File: src/swd_cfg.svh
`ifndef SWD_CFG_SVH
`define SWD_CFG_SVH

// ----------------------------------------
// clock and time conversion
// ----------------------------------------
`define SWD_CLK_HZ 10000000
`define SWD_US_TO_CYC(t) ((t) * (`SWD_CLK_HZ / 1000000))
`define SWD_MS_TO_CYC(t) ((t) * (`SWD_CLK_HZ / 1000))

// ----------------------------------------
// delays
// ----------------------------------------
`define SWD_STARTUP_US 500
`define SWD_RELEASE_FIXED_MS 2
`define SWD_RELEASE_OPEN_MS 2
`define SWD_KICK_OPT0_MS 1
`define SWD_KICK_OPT1_MS 10
`define SWD_KICK_OPT2_MS 1000
`define SWD_KICK_OPT3_MS 100000

// ----------------------------------------
// capacitor sensing
// ----------------------------------------
`define SWD_CAP_MULT_TIMEOUT 32'h0000_0010
`define SWD_CAP_MULT_DELAY 32'h0000_0010
`define SWD_CAP_OPEN_MAX 32'h0000_0004
`define SWD_CNT_MAX 32'hFFFF_FFFF
`define SWD_SET_DISABLE 2'h1

// ----------------------------------------
// register map
// ----------------------------------------
`define SWD_ADDR_W 12
`define SWD_ADDR_CTRL 12'h000
`define SWD_ADDR_STATUS 12'h004
`define SWD_ADDR_INT_STATUS 12'h008
`define SWD_ADDR_INT_MASK 12'h00C
`define SWD_ADDR_KICK_WINDOW 12'h010
`define SWD_ADDR_RELEASE 12'h014
`define SWD_CTRL_RESET 6'h01
`define SWD_INT_RESET 3'h0
`define SWD_SYNC_W 7

`endif

File: src/swd_pkg.sv
`include "swd_cfg.svh"

package swd_pkg;

  typedef struct packed {
    logic [1:0] kick_opt;
    logic cap_release;
    logic cap_timeout;
    logic use_set_code;
    logic single_output;
  } swd_ctrl_t;

  typedef struct packed {
    logic release_done;
    logic supply_fail;
    logic timeout;
  } swd_irq_t;

  typedef struct packed {
    logic delay_cap_above;
    logic timeout_cap_above;
    logic supply_low;
    logic [1:0] set_code;
    logic enable;
    logic kick;
  } swd_pins_t;

  typedef struct packed {
    logic charge;
    logic discharge;
  } swd_cap_drive_t;

  typedef struct packed {
    logic psel;
    logic penable;
    logic pwrite;
    logic [`SWD_ADDR_W-1:0] paddr;
    logic [31:0] pwdata;
  } swd_apb_req_t;

  typedef struct packed {
    logic [31:0] prdata;
    logic pready;
    logic pslverr;
  } swd_apb_rsp_t;

  typedef enum logic [2:0] {SUP_POWERUP, SUP_STARTUP, SUP_LOW, SUP_RELEASE, SUP_RUN} swd_sup_t;
  typedef enum logic [1:0] {WD_OFF, WD_WINDOW, WD_FAULT} swd_wd_t;
  typedef enum logic [1:0] {MEAS_IDLE, MEAS_CHARGE, MEAS_DISCHARGE, MEAS_DONE} swd_meas_t;

endpackage

File: src/swd_sync.sv
`include "swd_cfg.svh"

module swd_sync (
  input logic clk_sys,
  input logic rst,
  input swd_pkg::swd_pins_t pins_raw,
  output swd_pkg::swd_pins_t pins_sync
);
  import swd_pkg::*;

  typedef struct packed {
    logic [`SWD_SYNC_W-1:0] stage1;
    logic [`SWD_SYNC_W-1:0] stage2;
  } swd_sync_state_t;

  swd_sync_state_t state_reg;
  swd_sync_state_t state_next;

  always_comb
  begin
    state_next = state_reg;
    state_next.stage1 = pins_raw;
    state_next.stage2 = state_reg.stage1;
  end

  always_ff @(posedge clk_sys or posedge rst)
  begin
    if (rst)
      state_reg <= '0;
    else
      state_reg <= state_next;
  end

  assign pins_sync = state_reg.stage2;

endmodule

File: src/swd_cap_meas.sv
`include "swd_cfg.svh"

module swd_cap_meas (
  input logic clk_sys,
  input logic rst,
  input logic start,
  input logic above,
  output swd_pkg::swd_cap_drive_t drive,
  output logic done,
  output logic [31:0] count
);
  import swd_pkg::*;

  typedef struct packed {
    swd_meas_t st;
    logic [31:0] cnt;
  } swd_meas_state_t;

  swd_meas_state_t state_reg;
  swd_meas_state_t state_next;

  // ----------------------------------------
  // one charge and one discharge per start
  // ----------------------------------------
  always_comb
  begin
    state_next = state_reg;
    if (start)
    begin
      state_next.st = MEAS_CHARGE;
      state_next.cnt = '0;
    end
    else
    begin
      unique case (state_reg.st)
        MEAS_IDLE, MEAS_DONE:
        begin
          state_next.st = state_reg.st;
        end
        MEAS_CHARGE:
        begin
          if (state_reg.cnt != `SWD_CNT_MAX)
            state_next.cnt = state_reg.cnt + 32'h0000_0001;
          if (above)
            state_next.st = MEAS_DISCHARGE;
        end
        MEAS_DISCHARGE:
        begin
          if (!above)
            state_next.st = MEAS_DONE;
        end
      endcase
    end
  end

  always_ff @(posedge clk_sys or posedge rst)
  begin
    if (rst)
      state_reg <= '{st: MEAS_IDLE, cnt: '0};
    else
      state_reg <= state_next;
  end

  assign drive.charge = (state_reg.st == MEAS_CHARGE);
  assign drive.discharge = (state_reg.st == MEAS_DISCHARGE);
  assign done = (state_reg.st == MEAS_DONE);
  assign count = state_reg.cnt;

endmodule

File: src/swd_top.sv
// Functional notes
// - from power-up, reset stays asserted for startup delay plus release delay.
// - capacitor release mode with open delay pin uses startup plus fixed 2 ms.
// - single-output variant ANDs active-low supervisor reset and watchdog fault.
// - supply low asserts reset; release delay runs after supply recovers.
// - supervisor reset suspends all watchdog activity including fault output.
// - watchdog runs only after release, while supply good and enabled.
// - host kicks with falling edges; each valid kick restarts the window.
// - missed kick asserts reset or fault output for the release delay.
// - timing capacitors measured once per power-up or supply-low event.
// - capacitor kick window scales linearly with sensed charge time.
// - fixed kick window chosen from options spanning 1 ms to 100 s.
// - disable via enable pin or select code 01, one method per variant.
// - enable pin high enables, low disables, followed at any time.
// - disabling aborts the window and clears fault; enabling starts one at once.
`include "swd_cfg.svh"

module swd_top #(
  parameter logic [31:0] STARTUP_CYC = `SWD_US_TO_CYC(`SWD_STARTUP_US),
  parameter logic [31:0] RELEASE_CYC = `SWD_MS_TO_CYC(`SWD_RELEASE_FIXED_MS),
  parameter logic [31:0] RELEASE_OPEN_CYC = `SWD_MS_TO_CYC(`SWD_RELEASE_OPEN_MS),
  parameter logic [31:0] KICK_OPT0_CYC = `SWD_MS_TO_CYC(`SWD_KICK_OPT0_MS),
  parameter logic [31:0] KICK_OPT1_CYC = `SWD_MS_TO_CYC(`SWD_KICK_OPT1_MS),
  parameter logic [31:0] KICK_OPT2_CYC = `SWD_MS_TO_CYC(`SWD_KICK_OPT2_MS),
  parameter logic [31:0] KICK_OPT3_CYC = `SWD_MS_TO_CYC(`SWD_KICK_OPT3_MS)
) (
  input logic clk_sys,
  input logic rst,
  input swd_pkg::swd_apb_req_t apb_req,
  output swd_pkg::swd_apb_rsp_t apb_rsp,
  input swd_pkg::swd_pins_t pins_in,
  output swd_pkg::swd_cap_drive_t timeout_cap_pin,
  output swd_pkg::swd_cap_drive_t delay_cap_pin,
  output logic reset_out_n,
  output logic watchdog_fault_out_n,
  output logic irq_out
);
  import swd_pkg::*;

  typedef struct packed {
    swd_sup_t sup;
    swd_wd_t wd;
    logic [31:0] sup_cnt;
    logic [31:0] wd_cnt;
    logic kick_prev;
    logic meas_start;
    swd_ctrl_t ctrl;
    swd_irq_t irq_stat;
    swd_irq_t irq_mask;
    logic [31:0] prdata;
    logic pslverr;
    logic reset_n;
    logic fault_n;
    logic irq;
  } swd_state_t;

  swd_state_t state_reg;
  swd_state_t state_next;
  swd_pins_t pins_s;
  logic tmo_done;
  logic dly_done;
  logic [31:0] tmo_count;
  logic [31:0] dly_count;
  logic [31:0] kick_cyc;
  logic [31:0] release_cyc;
  logic delay_open;
  logic meas_ok;
  logic watchdog_enable_in;
  logic kick_fall;
  logic apb_setup;
  logic apb_write;
  logic addr_ok;
  logic [31:0] rd_word;
  swd_irq_t events;
  swd_irq_t w1c;

  // ----------------------------------------
  // helpers
  // ----------------------------------------
  function automatic logic expired(input logic [31:0] cnt, input logic [31:0] lim);
    logic [32:0] sum;
    sum = {1'b0, cnt} + 33'h0_0000_0001;
    return (sum >= {1'b0, lim});
  endfunction

  function automatic logic [31:0] scale(input logic [31:0] cnt, input logic [31:0] mult);
    logic [63:0] prod;
    prod = cnt * mult;
    if (prod[63:32] != 32'h0000_0000)
      return `SWD_CNT_MAX;
    return prod[31:0];
  endfunction

  function automatic logic [31:0] inc(input logic [31:0] cnt);
    return cnt + 32'h0000_0001;
  endfunction

  // ----------------------------------------
  // input synchroniser and capacitor sensing
  // ----------------------------------------
  swd_sync u_sync (
    .clk_sys(clk_sys),
    .rst(rst),
    .pins_raw(pins_in),
    .pins_sync(pins_s)
  );

  swd_cap_meas u_tmo_meas (
    .clk_sys(clk_sys),
    .rst(rst),
    .start(state_reg.meas_start),
    .above(pins_s.timeout_cap_above),
    .drive(timeout_cap_pin),
    .done(tmo_done),
    .count(tmo_count)
  );

  swd_cap_meas u_dly_meas (
    .clk_sys(clk_sys),
    .rst(rst),
    .start(state_reg.meas_start),
    .above(pins_s.delay_cap_above),
    .drive(delay_cap_pin),
    .done(dly_done),
    .count(dly_count)
  );

  // ----------------------------------------
  // delay limits
  // ----------------------------------------
  always_comb
  begin
    delay_open = (dly_count < `SWD_CAP_OPEN_MAX);
    if (state_reg.ctrl.cap_timeout)
      kick_cyc = scale(tmo_count, `SWD_CAP_MULT_TIMEOUT);
    else
    begin
      unique case (state_reg.ctrl.kick_opt)
        2'h0: kick_cyc = KICK_OPT0_CYC;
        2'h1: kick_cyc = KICK_OPT1_CYC;
        2'h2: kick_cyc = KICK_OPT2_CYC;
        2'h3: kick_cyc = KICK_OPT3_CYC;
      endcase
    end
    if (!state_reg.ctrl.cap_release)
      release_cyc = RELEASE_CYC;
    else if (delay_open)
      release_cyc = RELEASE_OPEN_CYC;
    else
      release_cyc = scale(dly_count, `SWD_CAP_MULT_DELAY);
    meas_ok = (!state_reg.ctrl.cap_timeout || tmo_done) && (!state_reg.ctrl.cap_release || dly_done);
  end

  // ----------------------------------------
  // enable and kick detection
  // ----------------------------------------
  always_comb
  begin
    if (state_reg.ctrl.use_set_code)
      watchdog_enable_in = (pins_s.set_code != `SWD_SET_DISABLE);
    else
      watchdog_enable_in = pins_s.enable;
    kick_fall = state_reg.kick_prev && !pins_s.kick;
  end

  // ----------------------------------------
  // register read decode
  // ----------------------------------------
  always_comb
  begin
    addr_ok = 1'b1;
    rd_word = 32'h0000_0000;
    unique case (apb_req.paddr)
      `SWD_ADDR_CTRL: rd_word = {26'h000_0000, state_reg.ctrl};
      `SWD_ADDR_STATUS: rd_word = {24'h00_0000, dly_done, tmo_done, watchdog_enable_in, state_reg.wd, state_reg.sup};
      `SWD_ADDR_INT_STATUS: rd_word = {29'h0000_0000, state_reg.irq_stat};
      `SWD_ADDR_INT_MASK: rd_word = {29'h0000_0000, state_reg.irq_mask};
      `SWD_ADDR_KICK_WINDOW: rd_word = kick_cyc;
      `SWD_ADDR_RELEASE: rd_word = release_cyc;
      default: addr_ok = 1'b0;
    endcase
    apb_setup = apb_req.psel && !apb_req.penable;
    apb_write = apb_req.psel && apb_req.penable && apb_req.pwrite;
  end

  // ----------------------------------------
  // next state
  // ----------------------------------------
  always_comb
  begin
    state_next = state_reg;
    state_next.meas_start = 1'b0;
    state_next.kick_prev = pins_s.kick;
    events = '0;
    w1c = '0;

    // supervisor sequence
    unique case (state_reg.sup)
      SUP_POWERUP:
      begin
        state_next.sup_cnt = '0;
        if (!pins_s.supply_low)
          state_next.sup = SUP_STARTUP;
      end
      SUP_STARTUP:
      begin
        if (pins_s.supply_low)
        begin
          state_next.sup = SUP_LOW;
          state_next.sup_cnt = '0;
          state_next.meas_start = 1'b1;
          events.supply_fail = 1'b1;
        end
        else if (expired(state_reg.sup_cnt, STARTUP_CYC))
        begin
          state_next.sup = SUP_RELEASE;
          state_next.sup_cnt = '0;
        end
        else
          state_next.sup_cnt = inc(state_reg.sup_cnt);
      end
      SUP_LOW:
      begin
        state_next.sup_cnt = '0;
        if (!pins_s.supply_low)
          state_next.sup = SUP_RELEASE;
      end
      SUP_RELEASE:
      begin
        if (pins_s.supply_low)
        begin
          state_next.sup = SUP_LOW;
          state_next.sup_cnt = '0;
          state_next.meas_start = 1'b1;
          events.supply_fail = 1'b1;
        end
        else if (!meas_ok)
          state_next.sup_cnt = '0;
        else if (expired(state_reg.sup_cnt, release_cyc))
        begin
          state_next.sup = SUP_RUN;
          state_next.sup_cnt = '0;
          events.release_done = 1'b1;
        end
        else
          state_next.sup_cnt = inc(state_reg.sup_cnt);
      end
      SUP_RUN:
      begin
        if (pins_s.supply_low)
        begin
          state_next.sup = SUP_LOW;
          state_next.meas_start = 1'b1;
          events.supply_fail = 1'b1;
        end
      end
      default:
      begin
        state_next.sup = SUP_POWERUP;
        state_next.sup_cnt = '0;
      end
    endcase

    // watchdog sequence, suspended unless released and enabled
    unique case (state_reg.wd)
      WD_OFF:
      begin
        state_next.wd_cnt = '0;
        if (state_reg.sup == SUP_RUN && watchdog_enable_in)
          state_next.wd = WD_WINDOW;
      end
      WD_WINDOW:
      begin
        if (state_reg.sup != SUP_RUN || !watchdog_enable_in)
        begin
          state_next.wd = WD_OFF;
          state_next.wd_cnt = '0;
        end
        else if (kick_fall)
          state_next.wd_cnt = '0;
        else if (expired(state_reg.wd_cnt, kick_cyc))
        begin
          state_next.wd = WD_FAULT;
          state_next.wd_cnt = '0;
          events.timeout = 1'b1;
        end
        else
          state_next.wd_cnt = inc(state_reg.wd_cnt);
      end
      WD_FAULT:
      begin
        if (state_reg.sup != SUP_RUN || !watchdog_enable_in)
        begin
          state_next.wd = WD_OFF;
          state_next.wd_cnt = '0;
        end
        else if (expired(state_reg.wd_cnt, release_cyc))
        begin
          state_next.wd = WD_WINDOW;
          state_next.wd_cnt = '0;
        end
        else
          state_next.wd_cnt = inc(state_reg.wd_cnt);
      end
      default:
      begin
        state_next.wd = WD_OFF;
        state_next.wd_cnt = '0;
      end
    endcase

    // bus slave, zero wait states
    if (apb_setup)
    begin
      state_next.prdata = apb_req.pwrite ? 32'h0000_0000 : rd_word;
      state_next.pslverr = !addr_ok;
    end
    if (apb_write)
    begin
      unique case (apb_req.paddr)
        `SWD_ADDR_CTRL: state_next.ctrl = apb_req.pwdata[5:0];
        `SWD_ADDR_INT_STATUS: w1c = apb_req.pwdata[2:0];
        `SWD_ADDR_INT_MASK: state_next.irq_mask = apb_req.pwdata[2:0];
        default: state_next.ctrl = state_reg.ctrl;
      endcase
    end

    // new events win over a clear in the same cycle
    state_next.irq_stat = (state_reg.irq_stat & ~w1c) | events;
    state_next.irq = |(state_next.irq_stat & state_next.irq_mask);

    // output pins from flops
    state_next.fault_n = (state_next.wd != WD_FAULT);
    if (state_next.ctrl.single_output)
    begin
      state_next.reset_n = (state_next.sup == SUP_RUN) && state_next.fault_n;
      state_next.fault_n = 1'b1;
    end
    else
      state_next.reset_n = (state_next.sup == SUP_RUN);
  end

  // ----------------------------------------
  // state register
  // ----------------------------------------
  always_ff @(posedge clk_sys or posedge rst)
  begin
    if (rst)
    begin
      state_reg <= '0;
      state_reg.sup <= SUP_POWERUP;
      state_reg.wd <= WD_OFF;
      state_reg.meas_start <= 1'b1;
      state_reg.ctrl <= `SWD_CTRL_RESET;
      state_reg.irq_stat <= `SWD_INT_RESET;
      state_reg.irq_mask <= `SWD_INT_RESET;
      state_reg.fault_n <= 1'b1;
    end
    else
      state_reg <= state_next;
  end

  // ----------------------------------------
  // outputs
  // ----------------------------------------
  assign apb_rsp.prdata = state_reg.prdata;
  assign apb_rsp.pready = 1'b1;
  assign apb_rsp.pslverr = state_reg.pslverr && apb_req.psel && apb_req.penable;
  assign reset_out_n = state_reg.reset_n;
  assign watchdog_fault_out_n = state_reg.fault_n;
  assign irq_out = state_reg.irq;

endmodule

File: config.mk
export PLATFORM = sky130hd
export DESIGN_NAME = swd_top
export DESIGN_NICKNAME = d
export VERILOG_FILES = /design/src/swd_pkg.sv /design/src/swd_sync.sv /design/src/swd_cap_meas.sv /design/src/swd_top.sv
export VERILOG_INCLUDE_DIRS = /design/src
export SDC_FILE = /design/constraint.sdc
export NUM_CORES = 1
export LEC_CHECK = 0
export BUFFER_PORTS_ARGS = -buffer_cell sky130_fd_sc_hd__buf_2
export CORE_ASPECT_RATIO = 2
export CORE_MARGIN = 3
export CORE_UTILIZATION = 62
export DETAILED_ROUTE_END_ITERATION = 12
export PLACE_DENSITY = 0.81
export REMOVE_ABC_BUFFERS = 1
export SYNTH_ARGS = -nofsm -noshare
export SYNTH_HDL_FRONTEND = slang
export SYNTH_HIERARCHICAL = 1
export SYNTH_SLANG_ARGS = --single-unit
export TNS_END_PERCENT = 1
File: constraint.sdc
create_clock -name clk_sys -period 5.2 [get_ports clk_sys]
set_input_delay 0.26 -clock clk_sys [delete_from_list [all_inputs] [get_ports clk_sys]]
set_output_delay 0.26 -clock clk_sys [all_outputs]
set_load 0.005 [all_outputs]
==> run metrics, run 1 <==
status complete, no violations; vias post-DR 13197; Yosys reg bits 201; fraction of layout cells with a size suffix above 1 0.134; Critical Path RT 5.58 ns; pre-CTS WS 0.573 ns; Clock Latency Late Sink 0.52 ns; grt ovf 0; pwr dens 245 mW/mm2; initial antenna violation count 1; Port Buf Inserts 69; largest family of logic cells by synthesized area simple AND/OR/NAND/NOR gates; f_max 0.211 GHz; Post-synth EDFFs 0; Peak VDD IR 0.297 mV; FFs w/ async S/R, synth 1.00; starting density of the core 0.636; Detailed Route Iter0 Violations 1170; final weighted congestion in routability-driven placement 1.02; ys flop type dfrtp_1; first-pass GRT wire length 71.9 mm; fin. max-slew vios 0; Worst Tran Pin Value 1.23 ns; cell taking the most area after synthesis dfrtp_1; complex-gate fraction of the synthesized area 0.181; CP max FO 15; vias in the first global route 13349; design area 0.0155 mm2; Synth area leaders dfrtp_1 34%, ha_1 9.6%, buf_4 5.3%; WP data arrival 5.12 ns; clock tree buffer depth 3; mux contribution to synthesized area 0.0162; Final Hold Fails 0; most common cell after layout, fill and taps aside dfrtp_1; Detailed Routing Iterations Pass 1 6; Post-Synth XOR/XNOR Area 0.0396; CP Capture Type flip-flop; Syn Area/Cell 8.97 um2; HPWL Detailed 33.7 mm; antenna viol nets, final 0; H-tree level count 1; wire per inst 24.2 um; pin count of the biggest net entering global routing 75; post-synthesis sequential area ratio 0.345; CTS root buf clkbuf_16; Critical Path Start Type flip-flop; final worst slack 0.467 ns; placed cell areas 0.0146 mm2; Die Footprint 0.0255 mm2; post-route clock period utilization 0.910; Final Critical Period 4.73 ns; core area 0.0229 mm2; cts bufs inserted 20; max_cap viols 0; clock slew at reported path FFs 0.07 ns; Simple-Gate Fraction of Synth Area 0.234; Post-Route Skew 0.00974 ns; Fillers 1835; post-synthesis cell area 0.0146 mm2; CTS Sinks 201; Yosys top cell area share 0.340; synthesized netlist cell count 1626; Crit Path Category flip-flop to flip-flop; TritonCTS clock tree done; # DRC 0; Hold WC Path Type input port to flip-flop; Syn-to-layout area delta 5.95%; GRT Total Usage 0.359; Static Leak 0.00693 uW; r2r setup slk 0.47 ns; nets 1768; setup tns final 0 ns; Max-slew headroom 0.171; die height 223 um; count of cell types in the netlist 83; io pins 97; Site Rows 78; die width 114 um; final core occ 0.674; Largest register FFs 84; Synth Warn # 6; # diodes 0; Synth Area in Adders 0.0968; Vias/cell 6.97; RSZ-0062 raised after global routing false; final wirelength 45.8 mm; Final setup viols 0; most frequent cells in the layout 198 x dfrtp_1, 112 x ha_1, 103 x o21ai_0
## stage by stage
| stage | total power [uW] | hold slack [ns] | cells |
|---|---|---|---|
| finish | 3790 | 0.0319 | 1894 |
| global route | 3910 | 0.0323 | 1894 |
| CTS | 3790 | 0.0145 | 1894 |
| detailed placement | 2140 | 0.336 | 1847 |
| global placement | 2120 | 0.333 | 1847 |
| floorplan | 1950 | 0.149 | 1449 |
## worst max-delay path, cell delays in order, from the launching register on
cell      delay (ns)
dfrtp_1         0.51
ha_1            0.25
nand4_2         0.15
nor3_1          0.59
nand4_1         0.28
xor2_1          0.32
inv_1           0.08
ha_1            0.30
nand3_1         0.14
nor4_1          0.26
buf_4           0.17
nand4_1         0.12
or3b_2          0.46
nor4bb_1        0.18
and3_1          0.24
buf_4           0.22
o221ai_1        0.21
o21ai_0         0.12
## power breakdown
| group | internal (uW) | total, uW | switching [uW] |
|---|---|---|---|
| Combinational | 169 | 471 | 302 |
| Sequential | 1600 | 1660 | 60.4 |
| Clock | 977 | 1650 | 676 |
| Total | 2750 | 3790 | 1040 |
## layer usage
layer  GRT usage  up-vias  wire [um]
li1            -     5903          -
met4       0.304        0       4920
met5           0        -          0
met1       0.375     6344      15200
met2       0.615      700      23100
met3      0.0516      250       2600
## repair_timing
item / in CTS / in global routing
buffers inserted: 0 / 0
hold endpoints to repair: 92 / 0
gates resized for setup: 0 / 1
endpoints found under the setup margin: 0 / 21
hold buffers: 11 / 0
## Yosys cell counts, types with 22 or more instances
cell type / n
nand2_1: 99
dfrtp_1: 198
nor2_1: 94
and3_1: 31
nor3b_1: 35
a21oi_1: 81
or3_1: 34
buf_4: 103
o21ai_0: 103
clkbuf_1: 53
nor4_1: 22
inv_1: 48
nand4_1: 55
o22ai_1: 35
nor3_1: 40
ha_1: 112
xor2_1: 23
nand3_1: 62
xnor2_1: 43
a22o_1: 44
## cell type report
class	instances	area, um2	share of cell area
tap	280	350	0.0227
timing repair buffer	129	848	0.0549
inverter	48	183	0.0118
clock buffer	26	564	0.0365
multi-input combinational	1200	8300	0.537
clock inverter	10	173	0.0112
sequential	201	5030	0.326
## path summary, 6_finish.rpt
path	to	depth (start not counted)	from
worst max-delay path	state_reg[87]	17	state_reg[83]
worst min-delay path	state_reg[43]	2	apb_req[1]
worst max register to register	state_reg[87]	17	state_reg[83]
worst min register to register	u_sync/pins_sync[4]	0	u_sync/state_next[4]
max in group asynchronous	apb_rsp[25]	4	rst
min in group asynchronous	u_sync/state_next[2]	3	rst
## cells by family after synthesis
logic type,after synthesis
mux,22
flops,201
xor+xnor,66
simple gates,597
compound gates,401
fa+ha+maj,113
buf+inv,225
other cells,1
No activity file was read; power rests on OpenSTA's default activity.
==> run 2, diff against run 1 <==
PLACE_DENSITY = 0.82   (was 0.81)
SYNTH_HIERARCHICAL = default   (was 1)
==> run metrics, run 2 <==
status complete, no violations; io pins 97; count of cell types in the netlist 86; CP peak stage delay 0.84 ns; nets 1732; # diodes 0; Critical Path RT 5.60 ns; CTS Sinks 201; pin count of the biggest net entering global routing 107; Max-slew headroom 0.188; GRT Total Usage 0.332; wire per inst 21.8 um; H-tree level count 1; die width 111 um; most common cell after layout, fill and taps aside dfrtp_1; TritonCTS clock tree done; max_cap viols 0; # DRC 0; Synth area leaders dfrtp_1 36%, ha_1 10%, xnor2_1 4.0%; setup tns final 0 ns; Post-synth EDFFs 0; core area 0.0217 mm2; Synth top cells by count 198 x dfrtp_1, 134 x nand2_1, 129 x nor2_1; Synth Warn # 0; Final setup viols 0; post-synthesis cell area 0.0138 mm2; fin. max-slew vios 0; Die Footprint 0.0241 mm2; placed cells 1805; most frequent cell after synthesis dfrtp_1; Worst Tran Pin Value 1.21 ns; vias in the first global route 12450; cell taking the most area after synthesis dfrtp_1; Post-Route Skew 0.0113 ns; Yosys reg bits 201; CP max FO 18; final wirelength 40.5 mm; initial antenna violation count 0; vias post-DR 12144; Syn Area/Cell 8.99 um2; pwr dens 240 mW/mm2; clock slew at reported path FFs 0.07 ns; Hold WC Path Type input port to flip-flop; Layout Cells excl Fill 1852; WP data arrival 5.28 ns; antenna viol nets, final 0; total power 3600 uW; Final Critical Period 4.88 ns; CP max-delay cell nor4_2; die height 217 um; Vias/cell 6.56; CP Capture Type flip-flop; fraction of layout cells with a size suffix above 1 0.125; Critical Path Start Type flip-flop; synthesized netlist cell count 1531; Peak VDD IR 0.300 mV; Clock Latency Late Sink 0.51 ns; cts bufs inserted 20; Yosys top cell area share 0.360; Crit path max-delay family simple AND/OR/NAND/NOR gates; post-synthesis sequential area ratio 0.366; Bufs and invs on worst path 1; HPWL Detailed 30.0 mm; Final Hold Fails 0; final weighted congestion in routability-driven placement 0.974; Syn-to-layout area delta 9.03%; ys flop type dfrtp_1; post-route clock period utilization 0.938; Detailed Routing Iterations Pass 1 6; Post-CTS Resized 0; CTS root buf clkbuf_16; starting density of the core 0.635; RSZ-0062 raised after global routing false; Site Rows 76; CP Cell Sequence ha_1 -> nand4_2 -> nor3_1 -> nand2_1 -> or3_1 -> xnor2_1 -> ha_1 -> nand4_1 -> nor2_1 -> a221oi_1 -> nand3_1 -> nor4_2 -> o21ai_2 -> buf_12 -> o41ai_1; Port Buf Inserts 69; Static Leak 0.00690 uW; most used cell, CP ha_1; FFs w/ async S/R, synth 1.00; first-pass GRT wire length 64.5 mm; grt ovf 0; Detailed Route Iter0 Violations 855; Fillers 1673; final core occ 0.692; most frequent cells in the layout 198 x dfrtp_1, 134 x nand2_1, 129 x nor2_1; Largest register FFs 84; f_max 0.205 GHz; Crit Path Category flip-flop to flip-flop; clock tree buffer depth 3
run 2: cell count changes in the layout (fill, tap and decap cells not counted), moves of 14 or more:
| cell | delta |
|---|---|
| nor3b_1 | -29 |
| o22ai_1 | -21 |
| a21oi_1 | -30 |
| nor2_1 | +35 |
| nor2b_1 | +21 |
| mux2i_1 | +17 |
| o31ai_1 | -14 |
| or3_1 | -18 |
| xor2_1 | +32 |
| a22o_1 | -18 |
| xnor2_1 | +20 |
| nand2_1 | +35 |
run 2: per-stage QoR:
| stage | hold slack (ns) | setup WS, ns | area [um2] |
|---|---|---|---|
| final | 0.0205 | 0.324 | 15000 |
| after global routing | 0.0264 | 0.0277 | 15000 |
| after CTS | 0.00962 | 0.375 | 15000 |
| after detailed placement | 0.336 | 0.394 | 14200 |
| after global placement | 0.334 | 0.460 | 14200 |
| after floorplan | 0.291 | -0.537 | 13200 |
run 2: cell families after synthesis:
group | synth area share
compound gates | 0.146
xor+xnor | 0.0751
flops | 0.366
fa+ha+maj | 0.101
other cells | 0.000273
simple gates | 0.227
buf+inv | 0.0571
mux | 0.0279
run 2: final timing paths:
path                                       from              endpoint  slack [ns]  cells past startpoint
min                                  apb_req[1]         state_reg[43]        0.02                      2
max                               state_reg[82]        state_reg[106]        0.32                     15
min reg2reg                u_sync.state_next[0]   u_sync.pins_sync[0]        0.35                      0
max reg2reg                       state_reg[82]        state_reg[106]        0.32                     15
min in group asynchronous                   rst  u_tmo_meas.count[29]        0.41                      3
max in group asynchronous                   rst         state_reg[98]        3.50                      4
run 2: where the power goes:
part	total [uW]	leakage, uW	switching (uW)	internal (uW)
sequential	1650	0.00272	46.1	1600
combinational	381	0.00385	246	135
clock	1570	0.000341	655	919
total	3600	0.00690	946	2660
run 2: cell type report:
type	count	area, um2	area share
Sequential cell	201	5030	0.336
Timing Repair Buffer	116	751	0.0501
Multi-Input combinational cell	1168	7940	0.530
Inverter	58	228	0.0152
Clock buffer	24	557	0.0371
Tap cell	273	342	0.0228
Clock inverter	12	146	0.00976
run 2: what timing repair did:
item                      in CTS  in global routing
hold endpoints to repair     112                  0
hold buffers                  11                  0
buffers inserted               0                  0
run 2: worst reg2reg max path, cell delays in order, from the launching register on:
cell and delay (ns):
dfrtp_1 0.53, ha_1 0.26, nand4_2 0.26, nor3_1 0.39
nand2_1 0.20, or3_1 0.38, xnor2_1 0.24, ha_1 0.29
nand4_1 0.14, nor2_1 0.06, a221oi_1 0.27, nand3_1 0.20
nor4_2 0.84, o21ai_2 0.24, buf_12 0.22, o41ai_1 0.25
run 2: layer usage:
layer,share of wire,vias to the layer above,track usage
met5,0,-,0
met4,0.090,0,0.255
met3,0.061,203,0.0475
met2,0.50,535,0.591
met1,0.34,5858,0.347
li1,-,5548,-
==> run 3, diff against run 2 <==
ABC_AREA = 1   (was default)
ABC_CLOCK_PERIOD_IN_PS = 5200   (was default)
CORE_UTILIZATION = 55   (was 62)
PLACE_DENSITY = 0.74   (was 0.82)
==> run metrics, run 3 <==
status complete, no violations; Synth Area in Adders 0.0982; Synth top cells by count 423 x nand2_1, 240 x nor2_1, 236 x inv_1; most common cell after layout, fill and taps aside nand2_1; nets 2127; Post-Route Skew 0.0373 ns; Fillers 2356; max_cap viols 0; largest family of logic cells by synthesized area simple AND/OR/NAND/NOR gates; GRT Total Usage 0.306; core area 0.0252 mm2; Vias/cell 5.82; mux contribution to synthesized area 0; first-pass GRT wire length 67.5 mm; Die Footprint 0.0278 mm2; final wirelength 42.3 mm; Site Rows 82; HPWL Detailed 32.5 mm; Syn Area/Cell 7.40 um2; post-synthesis cell area 0.0141 mm2; io pins 97; Detailed Routing Iterations Pass 1 5; Port Buf Inserts 69; final worst slack 0.624 ns; Yosys top cell area share 0.350; synthesized netlist cell count 1912; clock tree buffer depth 3; final core occ 0.612; fraction of layout cells with a size suffix above 1 0.0851; CP max FO 6; Final Critical Period 4.58 ns; clock slew at reported path FFs 0.07 ns; post-route clock period utilization 0.880; Final setup viols 0; Crit Path Category flip-flop to flip-flop; most frequent cell after synthesis nand2_1; die width 119 um; H-tree level count 1; wire per inst 18.3 um; Static Leak 0.00766 uW; CP Capture Type flip-flop; RSZ-0062 raised after global routing false; Hold WC Path Type input port to flip-flop; Detailed Route Iter0 Violations 941; Final Hold Fails 0; Simple-Gate Fraction of Synth Area 0.275; Sw Share 0.322; Post-Synth XOR/XNOR Area 0.0409; placed cell areas 0.0147 mm2; # DRC 0; combinational power share 0.180; Post-synth EDFFs 0; Clock Latency Late Sink 0.54 ns; grt ovf 0; fin. max-slew vios 0; Peak VDD IR 0.419 mV; f_max 0.219 GHz; antenna viol nets, final 0; Sequential Power Share 0.428; die height 233 um; starting density of the core 0.560; Max-slew headroom 0.191; post-synthesis sequential area ratio 0.356; vias post-DR 13456; P_sw 1250 uW; ys flop type dfrtp_1; pwr dens 252 mW/mm2; Critical Path RT 5.61 ns; total power 3890 uW; FFs w/ async S/R, synth 1.00; pre-CTS WS 0.610 ns; design area 0.0154 mm2; met3 Use GR 0.0324; initial antenna violation count 0; Syn-to-layout area delta 9.16%; TritonCTS clock tree done; Synth Warn # 0; complex-gate fraction of the synthesized area 0.133; cts bufs inserted 21; setup tns final 0 ns; count of cell types in the netlist 57; final weighted congestion in routability-driven placement 1.03; internal power 2630 uW; pin count of the biggest net entering global routing 115; Clock Power Share 0.392; # diodes 0; Critical Path Start Type flip-flop; CTS root buf clkbuf_16; most frequent cells in the layout 423 x nand2_1, 240 x nor2_1, 235 x inv_1; WP data arrival 4.99 ns; Largest register FFs 84; Yosys reg bits 201; GR peak layer met2; cell taking the most area after synthesis dfrtp_1; M1 GR Usage 0.333; Worst Tran Pin Value 1.21 ns; Synth area leaders dfrtp_1 35%, nand2_1 11%, ha_1 9.8%; post-CTS setup repair buffer count 0; vias in the first global route 13205; routing usage on met2 0.548; CTS Sinks 201
==> run 3: changes by cell type in the layout (fill, tap and decap cells not counted), sizes merged, moves of 36 or more <==
| cell | previous run | this run |
|---|---|---|
| inv | 59 | 243 |
| a21oi | 51 | 87 |
| xnor2 | 63 | 15 |
| nand2 | 135 | 427 |
| nor2 | 129 | 247 |
| nor2b | 36 | 0 |
==> run 3: path summary, 6_finish.rpt <==
check                                     start              endpoint  cells past startpoint  slack, ns
min reg2reg                u_sync.state_next[4]   u_sync.pins_sync[4]                      0       0.35
min                                  apb_req[4]         state_reg[46]                      3       0.02
min in group asynchronous                   rst  u_tmo_meas.count[26]                      3       0.45
max reg2reg                       state_reg[50]           reset_out_n                     25       0.62
max                               state_reg[50]           reset_out_n                     25       0.62
max in group asynchronous                   rst   u_tmo_meas.count[9]                      4       3.59
==> run 3: critical path, stage by stage (launching register included) <==
cell	delay (ns)
dfrtp_1	0.46
ha_1	0.23
nand2_1	0.08
nor2_1	0.13
nand3_1	0.15
nor2_1	0.19
nand4_1	0.13
nor3_2	0.26
nand3_1	0.18
nor4_1	0.27
xor2_1	0.26
inv_1	0.11
ha_1	0.34
nand2_1	0.07
nor2_1	0.16
nand4_1	0.13
nor2_1	0.17
o21ai_0	0.13
nand4_1	0.23
nand3_1	0.19
nand2_1	0.10
nand2_1	0.05
nand2_1	0.06
nand2_1	0.06
nor2_1	0.23
a21oi_1	0.10
==> run 3: cell families (layout without fill, tap and decap cells) <==
| kind of cell | after synthesis | in the layout |
|---|---|---|
| and+or+nand+nor | 901 | 901 |
| DFF | 201 | 201 |
| other | 1 | 1 |
| AOI/OAI and AO/OA | 311 | 311 |
| adders and majority gates | 111 | 111 |
| buffers and inverters | 321 | 384 |
| xor gates and xnor gates | 66 | 66 |
==> run 3: stage by stage <==
step           cells  hold WS (ns)
2_1_floorplan   1833         0.291
3_3_place_gp    2263         0.332
3_5_place_dp    2263         0.336
4_1_cts         2311        0.0151
5_1_grt         2311        0.0391
6_report        2311        0.0232
==> run 3: power groups by stage <==
stage / Clock, uW / Sequential [uW] / Combinational, uW
after detailed placement: 0 / 1690 / 680
final: 1520 / 1660 / 699
after global routing: 1590 / 1670 / 773
after floorplan: 0 / 1680 / 435
after global placement: 0 / 1690 / 661
after CTS: 1540 / 1660 / 690
==> run 3: final cells by class <==
type | count | area, um2 | share of cell area
clock inverters | 15 | 130 | 0.00843
repair buffers | 104 | 637 | 0.0412
well taps | 336 | 420 | 0.0272
multi-input cells | 1390 | 7760 | 0.503
clock buffers | 23 | 543 | 0.0352
inverters | 242 | 916 | 0.0593
flip-flops and latches | 201 | 5030 | 0.326
==> run 3: what timing repair did <==
action                                  4_1_cts  5_1_grt
endpoints found under the setup margin        0       32
hold buffers                                 10        0
hold endpoints to repair                    118        0
gates resized for setup                       0        1
==> run 3: per-layer routing <==
layer	vias to the layer above	wire (um)
met1	6307	15200
met3	183	2140
met4	0	3720
met2	518	21200
li1	6448	-
met5	-	0
